<file path="config.mk">
export PLATFORM = sky130hd
export DESIGN_NAME = dcs_regs
export DESIGN_NICKNAME = d
export VERILOG_FILES = /design/src/include/dcs_pkg.sv /design/src/dcs_regs.sv /design/src/dcs_write_seq.sv
export SDC_FILE = /design/constraint.sdc
export NUM_CORES = 1
export LEC_CHECK = 0
export BUFFER_PORTS_ARGS = -buffer_cell sky130_fd_sc_hd__buf_2
export CAP_MARGIN = 20
export CORE_MARGIN = 3
export CORE_UTILIZATION = 35
export DETAILED_ROUTE_END_ITERATION = 8
export PLACE_DENSITY = 0.58
export SYNTH_ARGS = -nofsm -noshare
export SYNTH_HDL_FRONTEND = slang
export SYNTH_SLANG_ARGS = --single-unit
</file>
<file path="constraint.sdc">
create_clock -name i_core_clk -period 5.3 [get_ports i_core_clk]
set_clock_uncertainty 0.15 [all_clocks]
set_input_delay 0.53 -clock i_core_clk [delete_from_list [all_inputs] [get_ports i_core_clk]]
set_output_delay 0.53 -clock i_core_clk [all_outputs]
set_load 0.05 [all_outputs]
</file>
<file path="src/include/dcs_pkg.sv">
// Shared constants and carrier types for the drive command/status bank.
`default_nettype none
package dcs_pkg;

    // ------------------------------------------------------------------
    // Register addresses
    // ------------------------------------------------------------------
    localparam logic [15:0] DCS_ADDR_CMD   = 16'h2000;
    localparam logic [15:0] DCS_ADDR_FREQ  = 16'h2001;
    localparam logic [15:0] DCS_ADDR_FAULT = 16'h2002;
    localparam logic [15:0] DCS_ADDR_WARN  = 16'h2100;
    localparam logic [15:0] DCS_ADDR_STATE = 16'h2101;
    // Groups below this value address drive parameters.
    localparam logic [7:0]  DCS_PARAM_GRP_LIMIT = 8'h20;

    // ------------------------------------------------------------------
    // Field positions
    // ------------------------------------------------------------------
    localparam int DCS_CMD_RUN_LSB   = 0;
    localparam int DCS_CMD_DIR_LSB   = 4;
    localparam int DCS_CMD_RAMP_LSB  = 6;
    localparam int DCS_CMD_SPEED_LSB = 8;
    localparam int DCS_CMD_FUNC_BIT  = 12;
    localparam int DCS_CMD_SRC_LSB   = 13;
    localparam int DCS_FLT_EXT_BIT   = 0;
    localparam int DCS_FLT_RST_BIT   = 1;
    localparam int DCS_FLT_BB_BIT    = 2;
    localparam int DCS_ST_STATE_LSB  = 0;
    localparam int DCS_ST_JOG_BIT    = 2;
    localparam int DCS_ST_DIR_LSB    = 3;
    localparam logic [1:0] DCS_CODE_NONE = 2'h0;

    // ------------------------------------------------------------------
    // Function codes and limits
    // ------------------------------------------------------------------
    localparam logic [7:0] DCS_FC_READ   = 8'h03;
    localparam logic [7:0] DCS_FC_WRITE1 = 8'h06;
    localparam logic [7:0] DCS_FC_WRITEN = 8'h10;
    localparam int         DCS_MAX_WORDS = 20;

    // ------------------------------------------------------------------
    // Carrier types
    // ------------------------------------------------------------------
    typedef struct packed {
        logic [7:0]  func;
        logic [15:0] addr;
        logic [15:0] qty;
    } dcs_req_s;

    typedef struct packed {
        logic [7:0]  func;
        logic [15:0] addr;
        logic [15:0] value;
        logic        exc;
    } dcs_rsp_s;

    typedef struct packed {
        logic       run_stb;
        logic [1:0] run_code;
        logic       dir_stb;
        logic [1:0] dir_code;
        logic       src_stb;
        logic [1:0] src_code;
        logic [1:0] ramp_sel;
        logic [3:0] speed_sel;
        logic       func_en;
    } dcs_drive_cmd_s;

    typedef struct packed {
        logic [7:0] warn;
        logic [7:0] err;
        logic [1:0] run_state;
        logic       jog;
        logic [1:0] dir_state;
    } dcs_status_s;

    typedef struct packed {
        logic [7:0]  group;
        logic [7:0]  index;
        logic [15:0] data;
    } dcs_param_wr_s;

endpackage : dcs_pkg
`default_nettype wire

</file>
<file path="src/dcs_regs.sv">
// Drive command and status register bank behind the serial link decoder.
//
// How it works
// - Parameter address: group high byte, index low
// - Command word decodes run and direction codes
// - Bits 7..6 pick one of four ramps
// - Bits 11..8 pick master or stage speed
// - Bit 12 enables its referenced function
// - Bits 14..13 set operation command source
// - Fault word: external fault, reset, base block
// - Status word: warning high byte, error low
// - State word reports drive state and jog
// - State word bits 4..3 report direction
// - Single write echoes address and value
// - Block write limited to twenty words
`default_nettype none
module dcs_regs
#(
    parameter int MAX_WORDS = dcs_pkg::DCS_MAX_WORDS
)
(
    input  wire logic                   i_core_clk,
    input  wire logic                   i_resetn,
    input  wire logic                   i_req_valid,
    input  wire dcs_pkg::dcs_req_s      i_req,
    output logic                        o_req_ready,
    input  wire logic                   i_word_valid,
    input  wire logic [15:0]            i_word,
    output logic                        o_word_ready,
    output logic                        o_rsp_valid,
    output dcs_pkg::dcs_rsp_s           o_rsp,
    input  wire logic                   i_rd_valid,
    input  wire logic [15:0]            i_rd_addr,
    output logic                        o_rd_valid,
    output logic [15:0]                 o_rd_data,
    output logic                        o_rd_exc,
    input  wire dcs_pkg::dcs_status_s   i_status,
    output dcs_pkg::dcs_drive_cmd_s     o_cmd,
    output logic [15:0]                 o_freq_cmd,
    output logic                        o_ext_fault,
    output logic                        o_fault_reset,
    output logic                        o_base_block,
    output logic                        o_param_wr,
    output dcs_pkg::dcs_param_wr_s      o_param
);
    import dcs_pkg::*;

    logic        wr_valid;
    logic [15:0] wr_addr;
    logic [15:0] wr_data;

    dcs_drive_cmd_s cmd_r,       cmd_nxt;
    logic [15:0]    freq_r,      freq_nxt;
    logic           ext_r,       ext_nxt;
    logic           frst_r,      frst_nxt;
    logic           bb_r,        bb_nxt;
    logic           pwr_r,       pwr_nxt;
    dcs_param_wr_s  param_r,     param_nxt;
    logic           rd_valid_r,  rd_valid_nxt;
    logic [15:0]    rd_data_r,   rd_data_nxt;
    logic           rd_exc_r,    rd_exc_nxt;

    // ------------------------------------------------------------------
    // Write splitting
    // ------------------------------------------------------------------
    dcs_write_seq #(
        .MAX_WORDS (MAX_WORDS)
    ) u_seq (
        .i_core_clk   (i_core_clk),
        .i_resetn     (i_resetn),
        .i_req_valid  (i_req_valid),
        .i_req        (i_req),
        .o_req_ready  (o_req_ready),
        .i_word_valid (i_word_valid),
        .i_word       (i_word),
        .o_word_ready (o_word_ready),
        .o_wr_valid   (wr_valid),
        .o_wr_addr    (wr_addr),
        .o_wr_data    (wr_data),
        .o_rsp_valid  (o_rsp_valid),
        .o_rsp        (o_rsp)
    );

    // ------------------------------------------------------------------
    // Write decode
    // ------------------------------------------------------------------
    always_comb
    begin
        cmd_nxt         = cmd_r;
        cmd_nxt.run_stb = 1'b0;
        cmd_nxt.dir_stb = 1'b0;
        cmd_nxt.src_stb = 1'b0;
        freq_nxt        = freq_r;
        ext_nxt         = 1'b0;
        frst_nxt        = 1'b0;
        bb_nxt          = bb_r;
        pwr_nxt         = 1'b0;
        param_nxt       = param_r;
        if (wr_valid)
        begin
            // Only named fields are taken; reserved bits fall away.
            case (wr_addr)
                DCS_ADDR_CMD:
                begin
                    cmd_nxt.run_code  = wr_data[DCS_CMD_RUN_LSB +: 2];
                    cmd_nxt.run_stb   = wr_data[DCS_CMD_RUN_LSB +: 2]
                                        != DCS_CODE_NONE;
                    cmd_nxt.dir_code  = wr_data[DCS_CMD_DIR_LSB +: 2];
                    cmd_nxt.dir_stb   = wr_data[DCS_CMD_DIR_LSB +: 2]
                                        != DCS_CODE_NONE;
                    cmd_nxt.ramp_sel  = wr_data[DCS_CMD_RAMP_LSB +: 2];
                    cmd_nxt.speed_sel = wr_data[DCS_CMD_SPEED_LSB +: 4];
                    cmd_nxt.func_en   = wr_data[DCS_CMD_FUNC_BIT];
                    cmd_nxt.src_code  = wr_data[DCS_CMD_SRC_LSB +: 2];
                    cmd_nxt.src_stb   = wr_data[DCS_CMD_SRC_LSB +: 2]
                                        != DCS_CODE_NONE;
                end
                DCS_ADDR_FREQ:
                begin
                    freq_nxt = wr_data;
                end
                DCS_ADDR_FAULT:
                begin
                    ext_nxt  = wr_data[DCS_FLT_EXT_BIT];
                    frst_nxt = wr_data[DCS_FLT_RST_BIT];
                    bb_nxt   = wr_data[DCS_FLT_BB_BIT];
                end
                default:
                begin
                    // Status words ignore writes; low groups are parameters.
                    if (wr_addr[15:8] < DCS_PARAM_GRP_LIMIT)
                    begin
                        pwr_nxt   = 1'b1;
                        param_nxt = '{wr_addr[15:8], wr_addr[7:0],
                                      wr_data};
                    end
                end
            endcase
        end
    end

    always_ff @(posedge i_core_clk or negedge i_resetn)
    begin
        if (!i_resetn)
        begin
            cmd_r   <= '0;
            freq_r  <= '0;
            ext_r   <= 1'b0;
            frst_r  <= 1'b0;
            bb_r    <= 1'b0;
            pwr_r   <= 1'b0;
            param_r <= '0;
        end
        else
        begin
            cmd_r   <= cmd_nxt;
            freq_r  <= freq_nxt;
            ext_r   <= ext_nxt;
            frst_r  <= frst_nxt;
            bb_r    <= bb_nxt;
            pwr_r   <= pwr_nxt;
            param_r <= param_nxt;
        end
    end

    // ------------------------------------------------------------------
    // Read port
    // ------------------------------------------------------------------
    always_comb
    begin
        rd_valid_nxt = i_rd_valid;
        rd_data_nxt  = rd_data_r;
        rd_exc_nxt   = 1'b0;
        if (i_rd_valid)
        begin
            rd_data_nxt = '0;
            case (i_rd_addr)
                DCS_ADDR_WARN:
                begin
                    rd_data_nxt = {i_status.warn, i_status.err};
                end
                DCS_ADDR_STATE:
                begin
                    rd_data_nxt[DCS_ST_STATE_LSB +: 2] =
                        i_status.run_state;
                    rd_data_nxt[DCS_ST_JOG_BIT] = i_status.jog;
                    rd_data_nxt[DCS_ST_DIR_LSB +: 2] =
                        i_status.dir_state;
                end
                default:
                begin
                    // Command words are write-only and answer with an error.
                    rd_exc_nxt = 1'b1;
                end
            endcase
        end
    end

    always_ff @(posedge i_core_clk or negedge i_resetn)
    begin
        if (!i_resetn)
        begin
            rd_valid_r <= 1'b0;
            rd_data_r  <= '0;
            rd_exc_r   <= 1'b0;
        end
        else
        begin
            rd_valid_r <= rd_valid_nxt;
            rd_data_r  <= rd_data_nxt;
            rd_exc_r   <= rd_exc_nxt;
        end
    end

    assign o_cmd         = cmd_r;
    assign o_freq_cmd    = freq_r;
    assign o_ext_fault   = ext_r;
    assign o_fault_reset = frst_r;
    assign o_base_block  = bb_r;
    assign o_param_wr    = pwr_r;
    assign o_param       = param_r;
    assign o_rd_valid    = rd_valid_r;
    assign o_rd_data     = rd_data_r;
    assign o_rd_exc      = rd_exc_r;

    logic wr_cmd;
    assign wr_cmd = wr_valid && wr_addr == DCS_ADDR_CMD;
endmodule : dcs_regs
`default_nettype wire

</file>
<file path="src/dcs_write_seq.sv">
// Splits single and multiple register write requests into word writes.
`default_nettype none
module dcs_write_seq
#(
    parameter int MAX_WORDS = dcs_pkg::DCS_MAX_WORDS
)
(
    input  wire logic              i_core_clk,
    input  wire logic              i_resetn,
    input  wire logic              i_req_valid,
    input  wire dcs_pkg::dcs_req_s i_req,
    output logic                   o_req_ready,
    input  wire logic              i_word_valid,
    input  wire logic [15:0]       i_word,
    output logic                   o_word_ready,
    output logic                   o_wr_valid,
    output logic [15:0]            o_wr_addr,
    output logic [15:0]            o_wr_data,
    output logic                   o_rsp_valid,
    output dcs_pkg::dcs_rsp_s      o_rsp
);
    import dcs_pkg::*;

    typedef enum logic {DCS_IDLE, DCS_DATA} dcs_seq_e;

    dcs_seq_e    state_r,    state_nxt;
    logic [15:0] addr_r,     addr_nxt;
    logic [15:0] left_r,     left_nxt;
    dcs_req_s    req_r,      req_nxt;
    logic        wr_valid_r, wr_valid_nxt;
    logic [15:0] wr_addr_r,  wr_addr_nxt;
    logic [15:0] wr_data_r,  wr_data_nxt;
    logic        rsp_valid_r, rsp_valid_nxt;
    dcs_rsp_s    rsp_r,      rsp_nxt;

    localparam logic [15:0] MAX_QTY = 16'(MAX_WORDS);

    assign o_req_ready  = (state_r == DCS_IDLE);
    assign o_word_ready = (state_r == DCS_DATA);

    // ------------------------------------------------------------------
    // Sequencing
    // ------------------------------------------------------------------
    always_comb
    begin
        state_nxt     = state_r;
        addr_nxt      = addr_r;
        left_nxt      = left_r;
        req_nxt       = req_r;
        wr_valid_nxt  = 1'b0;
        wr_addr_nxt   = wr_addr_r;
        wr_data_nxt   = wr_data_r;
        rsp_valid_nxt = 1'b0;
        rsp_nxt       = rsp_r;
        case (state_r)
            DCS_IDLE:
            begin
                if (i_req_valid)
                begin
                    req_nxt  = i_req;
                    addr_nxt = i_req.addr;
                    if (i_req.func == DCS_FC_WRITE1)
                    begin
                        left_nxt  = 16'h0001;
                        state_nxt = DCS_DATA;
                    end
                    else if (i_req.func == DCS_FC_WRITEN &&
                             i_req.qty != 16'h0000 &&
                             i_req.qty <= MAX_QTY)
                    begin
                        left_nxt  = i_req.qty;
                        state_nxt = DCS_DATA;
                    end
                    else
                    begin
                        // Too many words, none, or an unknown function.
                        rsp_valid_nxt = 1'b1;
                        rsp_nxt       = '{i_req.func, i_req.addr,
                                          i_req.qty, 1'b1};
                    end
                end
            end
            DCS_DATA:
            begin
                if (i_word_valid)
                begin
                    wr_valid_nxt = 1'b1;
                    wr_addr_nxt  = addr_r;
                    wr_data_nxt  = i_word;
                    addr_nxt     = addr_r + 16'h0001;
                    left_nxt     = left_r - 16'h0001;
                    if (left_r == 16'h0001)
                    begin
                        state_nxt     = DCS_IDLE;
                        rsp_valid_nxt = 1'b1;
                        // Single writes echo the value, block writes the count.
                        rsp_nxt = '{req_r.func, req_r.addr,
                                    (req_r.func == DCS_FC_WRITE1) ?
                                    i_word : req_r.qty, 1'b0};
                    end
                end
            end
            default:
            begin
                state_nxt = DCS_IDLE;
            end
        endcase
    end

    always_ff @(posedge i_core_clk or negedge i_resetn)
    begin
        if (!i_resetn)
        begin
            state_r     <= DCS_IDLE;
            addr_r      <= '0;
            left_r      <= '0;
            req_r       <= '0;
            wr_valid_r  <= 1'b0;
            wr_addr_r   <= '0;
            wr_data_r   <= '0;
            rsp_valid_r <= 1'b0;
            rsp_r       <= '0;
        end
        else
        begin
            state_r     <= state_nxt;
            addr_r      <= addr_nxt;
            left_r      <= left_nxt;
            req_r       <= req_nxt;
            wr_valid_r  <= wr_valid_nxt;
            wr_addr_r   <= wr_addr_nxt;
            wr_data_r   <= wr_data_nxt;
            rsp_valid_r <= rsp_valid_nxt;
            rsp_r       <= rsp_nxt;
        end
    end

    assign o_wr_valid  = wr_valid_r;
    assign o_wr_addr   = wr_addr_r;
    assign o_wr_data   = wr_data_r;
    assign o_rsp_valid = rsp_valid_r;
    assign o_rsp       = rsp_r;

endmodule : dcs_write_seq
`default_nettype wire

</file>
==> results of run 1 <==
## stage by stage
step	instance area (sq um)	setup slack (ps)	hold slack (ps)
finish	12800	2100	-42.7
global route	12800	1970	32.5
CTS	12800	2080	5.83
detailed placement	11900	1910	310
global placement	11900	1950	303
floorplan	10400	2890	84.4
## worst paths after layout
| path | start | depth (start not counted) | endpoint | slack (ps) |
|---|---|---|---|---|
| max | u_seq.o_word_ready$_DFF_PN0_ | 4 | o_req_ready | 2100 |
| min | i_resetn | 1 | u_seq.o_rsp[23]$_DFFE_PN0P_ | -40 |
| max reg2reg | u_seq.o_word_ready$_DFF_PN0_ | 6 | u_seq.o_rsp[15]$_DFFE_PN0P_ | 2260 |
| min reg2reg | u_seq.req_r[29]$_DFFE_PN0P_ | 2 | u_seq.req_r[29]$_DFFE_PN0P_ | 320 |
| max in group asynchronous | i_resetn | 2 | u_seq.o_wr_addr[13]$_DFFE_PN0P_ | 3840 |
| min in group i_core_clk | i_word[8] | 3 | u_seq.o_wr_data[8]$_DFFE_PN0P_ | 60 |
## Yosys cell counts (4+ instances only)
library cell / number / area share, %
nand4_1: 10 / 0.60
xor2_1: 5 / 0.42
mux2_4: 39 / 5.6
o21ai_0: 23 / 1.1
o2bb2ai_1: 5 / 0.42
nor4_1: 12 / 0.72
a31oi_1: 4 / 0.24
o21a_1: 4 / 0.29
nor2_1: 38 / 1.4
inv_1: 8 / 0.29
mux2i_1: 31 / 3.0
a21oi_1: 29 / 1.4
a22o_1: 12 / 1.0
nor3_1: 9 / 0.43
buf_2: 5 / 0.24
or3_1: 4 / 0.24
nor2b_1: 9 / 0.54
nand2_1: 255 / 9.2
mux2_2: 84 / 9.1
buf_6: 4 / 0.43
buf_1: 8 / 0.29
nand3_1: 13 / 0.62
dfrtp_1: 234 / 56
and3_1: 5 / 0.30
clkbuf_1: 35 / 1.3
a211oi_1: 5 / 0.36
## per-layer routing
metal | global-route usage, % | wire length, um | up-vias
li1 | - | - | 3694
met1 | 25.9 | 13500 | 3700
met2 | 25.1 | 12100 | 172
met3 | 2.44 | 1190 | 28
met4 | 3.77 | 469 | 0
met5 | 0 | 0 | -
## kinds of logic (layout without fill, tap and decap cells)
family	after synthesis	in the layout	synth area share, %
AO/OA/AOI/OAI	105	105	6.67
XOR/XNOR	8	8	0.672
adder cells (fa/ha/maj)	3	3	0.360
buffers and inverters	61	295	2.58
flip-flops	234	234	56.1
multiplexers	154	154	17.7
other	0	1	0
AND/OR/NAND/NOR	378	378	15.9
## power breakdown
group          switching, W  internal, W  total, W
Combinational      0.000521     0.000264  0.000785
Clock              0.000707      0.00103   0.00173
Sequential         0.000175      0.00197   0.00214
## worst reg2reg max path: cells and delay by family (launching register included)
kind | cells | cell delay (ps)
AO/OA/AOI/OAI | 1 | 590
flip-flops | 1 | 700
buffers and inverters | 3 | 990
multiplexers | 1 | 380
AND/OR/NAND/NOR | 1 | 110
## what timing repair did
item | in CTS | in global routing
setup endpoints to repair | 0 | 0
gates resized for setup | 0 | 0
hold buffers | 1 | 0
hold endpoints to repair | 1 | 0
## area by class of cell
type	count	share of cell area, %
Multi-Input combinational cell	648	33.8
Antenna cell	1	0.0195
Clock buffer	43	5.97
Inverter	8	0.235
Timing Repair Buffer	241	10.0
Clock inverter	3	0.401
Tap cell	384	3.75
Sequential cell	234	45.8
## flip-flops by register name, indices dropped and copies added (netlist names)
register,cells
o_param,32
o_rd_valid,1
o_base_block,1
o_rd_exc,1
u_seq.o_wr_data,16
o_rd_data,16
u_seq.addr_r,16
u_seq.o_wr_valid,1
o_freq_cmd,16
o_cmd,16
u_seq.o_rsp,41
o_ext_fault,1
u_seq.o_wr_addr,16
u_seq.left_r,16
u_seq.req_r,40
u_seq.o_word_ready,1
o_param_wr,1
u_seq.o_rsp_valid,1
o_fault_reset,1
==> results.yml, run 1 <==
status:
  outcome: "finished, violations left"
  violations: "hold timing"
global_routing:
  grt_usage_pct: 16.8
  grt_pass1_wl_um: 42900
  grt_max_degree: 124
  grt_pass1_vias: 7498
  grt_antenna_before_repair: 1
  gr-total-overflow: 0
clocking:
  postCtsSetupRepairBufs: 0
  cts_buffers: 26
  clk_pin_slew_ps: 60
  cts_tree: "built"
  clkLatencyLatePin_ps: 530
  cts_root_buffer: "clkbuf_16"
  h-tree-depth: 1
  cts_buffer_depth: 3
  numClockSinks: 234
yosys:
  yosysUniqueCellTypes: 59
  ys_ff_latch: 234
  syn_area_sq_um: 10400
  synthArstFlopShare_pct: 100
  yosys_warnings: 0
  avgSynthCellArea_sq_um: 11.1
  seq_area_frac_synth_pct: 56.1
  syn-num-nets: 1044
  synthCells: 943
  synth_enable_flop_cells: 0
  synth_flop_cell: "dfrtp_1"
finish:
  regArea_sq_um: 5860
  fin_nets: 1260
  post-route-util_pct: 44.1
  final_common_cell: "nand2_1"
  areaGrowthSynthToFinish_pct: 22.7
  fin_cells: 1562
  fillCellCount: 2845
  multi_input_area_sq_um: 4330
  drive_gt1_share_pct: 34.8
  final_cell_mix: "nand2_1 (255), dfrtp_1 (233), buf_2 (226)"
sta:
  hold_viol: 43
  grt_setup_unrepaired: "false"
  fin_tns_setup_ps: 0
  period_needed_ps: 3200
  holdWs_ps: -42.7
  slew_viol_final: 0
  post-route-period-util_pct: 60.3
  slew_headroom_pct: 32.7
  tightest_slew_ps: 1010
  setup_viol_count_final: 0
  fmaxAchievable_mhz: 313
detailed_routing:
  drc: 0
  wirelength_um: 27200
  ant_nets: 0
  routed_via_density: 4.86
  vias: 7594
  drtPass1Iterations: 4
  wl_per_cell_um: 17.4
  drtIter0Drc: 494
setup_path:
  timing.critical_path.mode_cell: "buf_4"
  critPathArrivalTime_ps: 2520
  cpPeakStageDelay_ps: 790
  end_kind: "output pin"
  crit_type: "reg2out"
  path_delay_family: "buffers and inverters"
  crit_fanout: 51
  path_cells: "buf_4 > inv_1 > buf_4 > buf_2"
  cp_slowest_cell: "dfrtp_4"
  worstSetupStartpointType: "register"
  cp.required_ps: 4620
  critPathBufInv: 4
power_and_ir_drop:
  powerDensity_nw_per_um2: 364
  ir_drop_mv: 0.218
  fin_total_pwr_w: 0.00466
  p_leak_nw: 6.68
die:
  boundaryPins: 228
  die_y_um: 179
  dieArea_sq_um: 31900
  fp-row-count: 62
  start_util_pct: 36.0
  core_area_sq_um: 29000
  die_w_um: 179
flow_run:
  maxCapViolations: 0
placement:
  portBuffers: 227
  post-place-cells: 1513
  gp_congestion: 0.791
  post-dp-hpwl_um: 18800
hold_path:
  worstHoldPathType: "in2async"
(Power assumes the default switching activity.)
==> inputs of run 2 (changes only) <==
- clock period: 5.3 -> 3.1 ns (I/O delays scaled with it)
==> run 2 against run 1 <==
Effect of this change: global-route usage increased by 0.97 points; critical path type is now in2reg; non-clock buffer count increased by 90; sequential cell count unchanged; clock-buffer cell count decreased by 2; the run now ends clean; sequential share of layout area decreased by 3.2 points; hold slack improved by 86 ps; first-iteration DRC count decreased by 13%; largest power group unchanged; register-to-register slack got worse by 1500 ps; clock power increased by 85%; final cell count increased by 5.8%; setup slack got worse by 1900 ps.
==> results.yml, run 2 (synthesis gave the netlist of run 1 again) <==
status:
  outcome: "finished, final reports clean"
clocking:
  cts_tree: "built"
  postCtsSetupRepairBufs: 0
  cts_root_buffer: "clkbuf_16"
  cts_buffers: 28
  clk_pin_slew_ps: 60
  cts_buffer_depth: 3
  h-tree-depth: 1
  numClockSinks: 234
  postCtsHoldBufs: 82
  cts-resized-gates: 0
  clkLatencyLatePin_ps: 530
detailed_routing:
  drtIter0Drc: 430
  vias: 8112
  routed_via_density: 4.91
  dr.max_layer_used: "met4"
  wl_per_cell_um: 17.5
  wl_met3_um: 1170
  drtPass1Iterations: 4
  ant_nets: 0
  met1_length_um: 13500
  drc: 0
  route.met2.wl_um: 13500
  wirelength_um: 29000
setup_path:
  worstSetupStartpointType: "input pin"
  critPathArrivalTime_ps: 3220
  crit_fanout: 11
  cpPeakStageDelay_ps: 600
  end_kind: "register"
  crit_type: "in2reg"
  cp.required_ps: 3410
  cp_slowest_cell: "dlygate4sd3_1"
  timing.critical_path.mode_cell: "dlygate4sd3_1"
  path_cells: "dlygate4sd3_1 > buf_2 > nor4b_1 > dlygate4sd3_1 > nand4_1 > or2_2 > nor2_1 > a22o_1"
die:
  core_area_sq_um: 29000
  die_y_um: 179
  start_util_pct: 36.0
  dieArea_sq_um: 31900
  boundaryPins: 228
  die_w_um: 179
  fp-row-count: 62
finish:
  drive_gt1_share_pct: 33.6
  largest_reg_flops: 41
  fillCellCount: 2714
  fin_area_sq_um: 13800
  areaGrowthSynthToFinish_pct: 32.0
  fin_nets: 1352
  post-route-util_pct: 47.5
  final_cell_mix: "nand2_1 (255), dfrtp_1 (233), buf_2 (226)"
  final_common_cell: "nand2_1"
power_and_ir_drop:
  powerDensity_nw_per_um2: 603
  fin_total_pwr_w: 0.00830
  p_leak_nw: 7.11
  ir_drop_mv: 0.371
global_routing:
  grt_pass1_wl_um: 45500
  grt_usage_pct: 17.8
  grt_max_degree: 71
  grt_pass1_vias: 8055
  grt_antenna_before_repair: 1
  gr-total-overflow: 0
flow_run:
  maxCapViolations: 0
placement:
  post-dp-hpwl_um: 19300
  place_area_sq_um: 12000
  gp_congestion: 0.763
  portBuffers: 227
sta:
  slew_headroom_pct: 49.4
  period_needed_ps: 2900
  post-route-period-util_pct: 93.7
  fmaxAchievable_mhz: 344
  slew_viol_final: 0
  grt_setup_unrepaired: "false"
  tightest_slew_ps: 756
  setup_viol_count_final: 0
  fin_tns_setup_ps: 0
  hold_viol: 0
  holdWs_ps: 43.4
hold_path:
  worstHoldPathType: "in2reg"
## run 2: changes by cell type in the layout (fill, tap and decap cells not counted)
cell           change
dlygate4sd3_1     +81
buf_4              +8
clkbuf_1           -7
clkbuf_16          +3
buf_12             +2
clkbuf_8           +2
buf_16             -1
clkinv_2           +1
clkinv_8           -1
clkinvlp_4         +1
inv_6              +1
## run 2: worst max-delay path, delay by kind of cell
kind | cells | cell delay (ps)
compound gates | 1 | 230
buf+inv | 3 | 1270
simple gates | 4 | 1400
## run 2: per-stage QoR
step / worst slack (ps) / cells
after floorplan: 744 / 943
after global placement: 606 / 1523
after detailed placement: 592 / 1523
after CTS: 367 / 1651
after global routing: 57.9 / 1652
final: 196 / 1652
## run 2: per-layer routing
layer	global-route usage, %	vias up
li1	-	3872
met1	25.9	3995
met2	27.7	187
met3	2.44	58
met4	5.52	0
met5	0	-
## run 2: layout make-up
| class | instances | area [sq um] | share of cell area, % |
|---|---|---|---|
| Antenna cell | 1 | 2.50 | 0.0182 |
| Clock buffer | 41 | 841 | 6.11 |
| Clock inverter | 5 | 56.3 | 0.409 |
| Inverter | 8 | 30.0 | 0.218 |
| Multi-Input combinational cell | 648 | 4330 | 31.4 |
| Sequential cell | 234 | 5860 | 42.6 |
| Tap cell | 384 | 480 | 3.49 |
| Timing Repair Buffer | 331 | 2170 | 15.8 |
## run 2: worst paths after layout
path                                         startpoint                      endpoint  slack [ps]  cells after the start
min reg2reg                 u_seq.req_r[14]$_DFFE_PN0P_   u_seq.req_r[14]$_DFFE_PN0P_         320                      2
max                                       i_rd_addr[11]      o_rd_data[6]$_DFFE_PN0P_         200                      8
min                                         i_req_valid  u_seq.o_word_ready$_DFF_PN0_          40                      3
max in group asynchronous                      i_resetn          o_cmd[8]$_DFFE_PN0P_        1750                      3
max reg2reg                u_seq.o_word_ready$_DFF_PN0_    u_seq.o_rsp[8]$_DFFE_PN0P_         790                      6
min in group asynchronous                      i_resetn   u_seq.o_rsp[23]$_DFFE_PN0P_         160                      2
## run 2: power breakdown
group | switching, W | internal (W)
clock | 0.00126 | 0.00194
combinational | 0.000916 | 0.000527
sequential | 0.000297 | 0.00336
==> inputs of run 3 (changes only) <==
- CORE_MARGIN: 3 -> not set
==> run 3 against run 2 <==
Effect of this change: design area fell by 0.15%; critical endpoint is now o_rd_data[5]$_DFFE_PN0P_; wire length shrank 3.1%; largest cell class unchanged; register-to-register slack got worse by 150 ps; first-iteration DRC count decreased by 3.7%; sequential power about the same; sequential cell count did not move; final cell count about the same; total power decreased by 0.16%; hold slack got worse by 17 ps.
==> results.yml, run 3 (synthesis gave the netlist of run 1 again) <==
status:
  outcome: "finished, final reports clean"
clocking:
  clkLatencyLatePin_ps: 530
  postCtsSetupRepairBufs: 0
  clk_pin_slew_ps: 60
  cts_buffer_depth: 3
  cts_root_buffer: "clkbuf_16"
  cts_tree: "built"
  cts_buffers: 27
  numClockSinks: 234
  h-tree-depth: 1
die:
  start_util_pct: 36.0
  fp-row-count: 62
  die_y_um: 175
  boundaryPins: 228
  dieArea_sq_um: 30500
  die_w_um: 175
  core_area_sq_um: 29000
setup_path:
  rrSetupSlack_ps: 640
  path_cells: "dlygate4sd3_1 > buf_2 > nor4b_1 > dlygate4sd3_1 > nand4_1 > or2_2 > nor2_1 > a22o_1"
  critPathArrivalTime_ps: 3240
  worstSetupStartpointType: "input pin"
  end_kind: "register"
  cpPeakStageDelay_ps: 620
  timing.critical_path.mode_cell: "dlygate4sd3_1"
  cp.required_ps: 3400
  cp_slowest_cell: "dlygate4sd3_1"
  crit_fanout: 11
  crit_type: "in2reg"
flow_run:
  maxCapViolations: 0
sta:
  fmaxAchievable_mhz: 340
  tightest_slew_ps: 819
  fin_tns_setup_ps: 0
  slew_viol_final: 0
  slew_headroom_pct: 45.1
  hold_viol: 0
  grt_setup_unrepaired: "false"
  setup_viol_count_final: 0
  post-route-period-util_pct: 94.8
  holdWs_ps: 26.5
  period_needed_ps: 2940
  layout_setup_ws_ps: 161
finish:
  multi_input_area_sq_um: 4330
  final_cell_mix: "nand2_1 (255), dfrtp_1 (233), buf_2 (226)"
  fillCellCount: 2698
  largest_reg_flops: 41
  fin_nets: 1349
  areaGrowthSynthToFinish_pct: 31.8
  regArea_sq_um: 5860
  drive_gt1_share_pct: 33.4
  post-route-util_pct: 47.4
  final_common_cell: "nand2_1"
power_and_ir_drop:
  p_leak_nw: 7.10
  fin_total_pwr_w: 0.00829
  ir_drop_mv: 0.366
  powerDensity_nw_per_um2: 603
global_routing:
  grt_max_degree: 72
  grt_pass1_vias: 8161
  grt_most_used_layer: "met2"
  gr-total-overflow: 0
  grt.met3_usage_pct: 2.52
  met1_usage_pct: 26.9
  grt_usage_pct: 18.5
  grt_antenna_before_repair: 1
  grt_pass1_wl_um: 45400
  grt_use_met2_pct: 28.9
detailed_routing:
  drc: 0
  drtPass1Iterations: 4
  wirelength_um: 28100
  vias: 8007
  routed_via_density: 4.84
  wl_per_cell_um: 17.0
  drtIter0Drc: 414
  ant_nets: 0
hold_path:
  worstHoldPathType: "in2reg"
placement:
  portBuffers: 227
  gp_congestion: 0.767
  post-place-ws_ps: 366
  post-dp-hpwl_um: 18800
[run 3: final cells by class]
class	count	share of cell area [%]
Multi-Input combinational cell	648	31.5
Inverter	8	0.218
Clock buffer	44	5.96
Sequential cell	234	42.6
Tap cell	384	3.49
Clock inverter	5	0.546
Timing Repair Buffer	329	15.7
Antenna cell	1	0.0182
[run 3: path summary, 6_finish.rpt]
path                                         startpoint                     endpoint  cells after the start
max in group asynchronous                      i_resetn       o_param[9]$_DFFE_PN0P_                      3
min in group asynchronous                      i_resetn  u_seq.o_rsp[20]$_DFFE_PN0P_                      2
max reg2reg                u_seq.o_word_ready$_DFF_PN0_  u_seq.left_r[4]$_DFFE_PN0P_                      7
min reg2reg                 u_seq.req_r[18]$_DFFE_PN0P_  u_seq.req_r[18]$_DFFE_PN0P_                      2
min                                        i_rd_addr[9]           o_rd_exc$_DFF_PN0_                      4
max                                       i_rd_addr[11]     o_rd_data[5]$_DFFE_PN0P_                      8
[run 3: critical path, delay by kind of cell]
kind	cells	cell delay (ps)
AOI/OAI and AO/OA	1	230
buffers and inverters	3	1280
and+or+nand+nor	4	1420
[run 3: power by group]
part / switching (W) / total [W] / leakage, nW / internal, W
Clock: 0.00123 / 0.00318 / 0.441 / 0.00196
Sequential: 0.000293 / 0.00366 / 3.04 / 0.00336
Combinational: 0.000921 / 0.00145 / 3.62 / 0.000526
[run 3: repair_timing]
action / in CTS / in global routing
hold buffers: 81 / 0
endpoints found under the hold margin: 155 / 0
resized for setup: 0 / 0
[run 3: routing by layer]
layer | up-vias | wire (um)
li1 | 3871 | -
met1 | 3906 | 13600
met2 | 184 | 12700
met3 | 46 | 1120
met4 | 0 | 678
met5 | - | 0
[run 3: stage by stage]
stage	instance area, sq um	std cells
after global routing	13700	1653
final	13700	1653
after detailed placement	12000	1522
after global placement	12000	1522
after floorplan	10400	943
after CTS	13700	1652
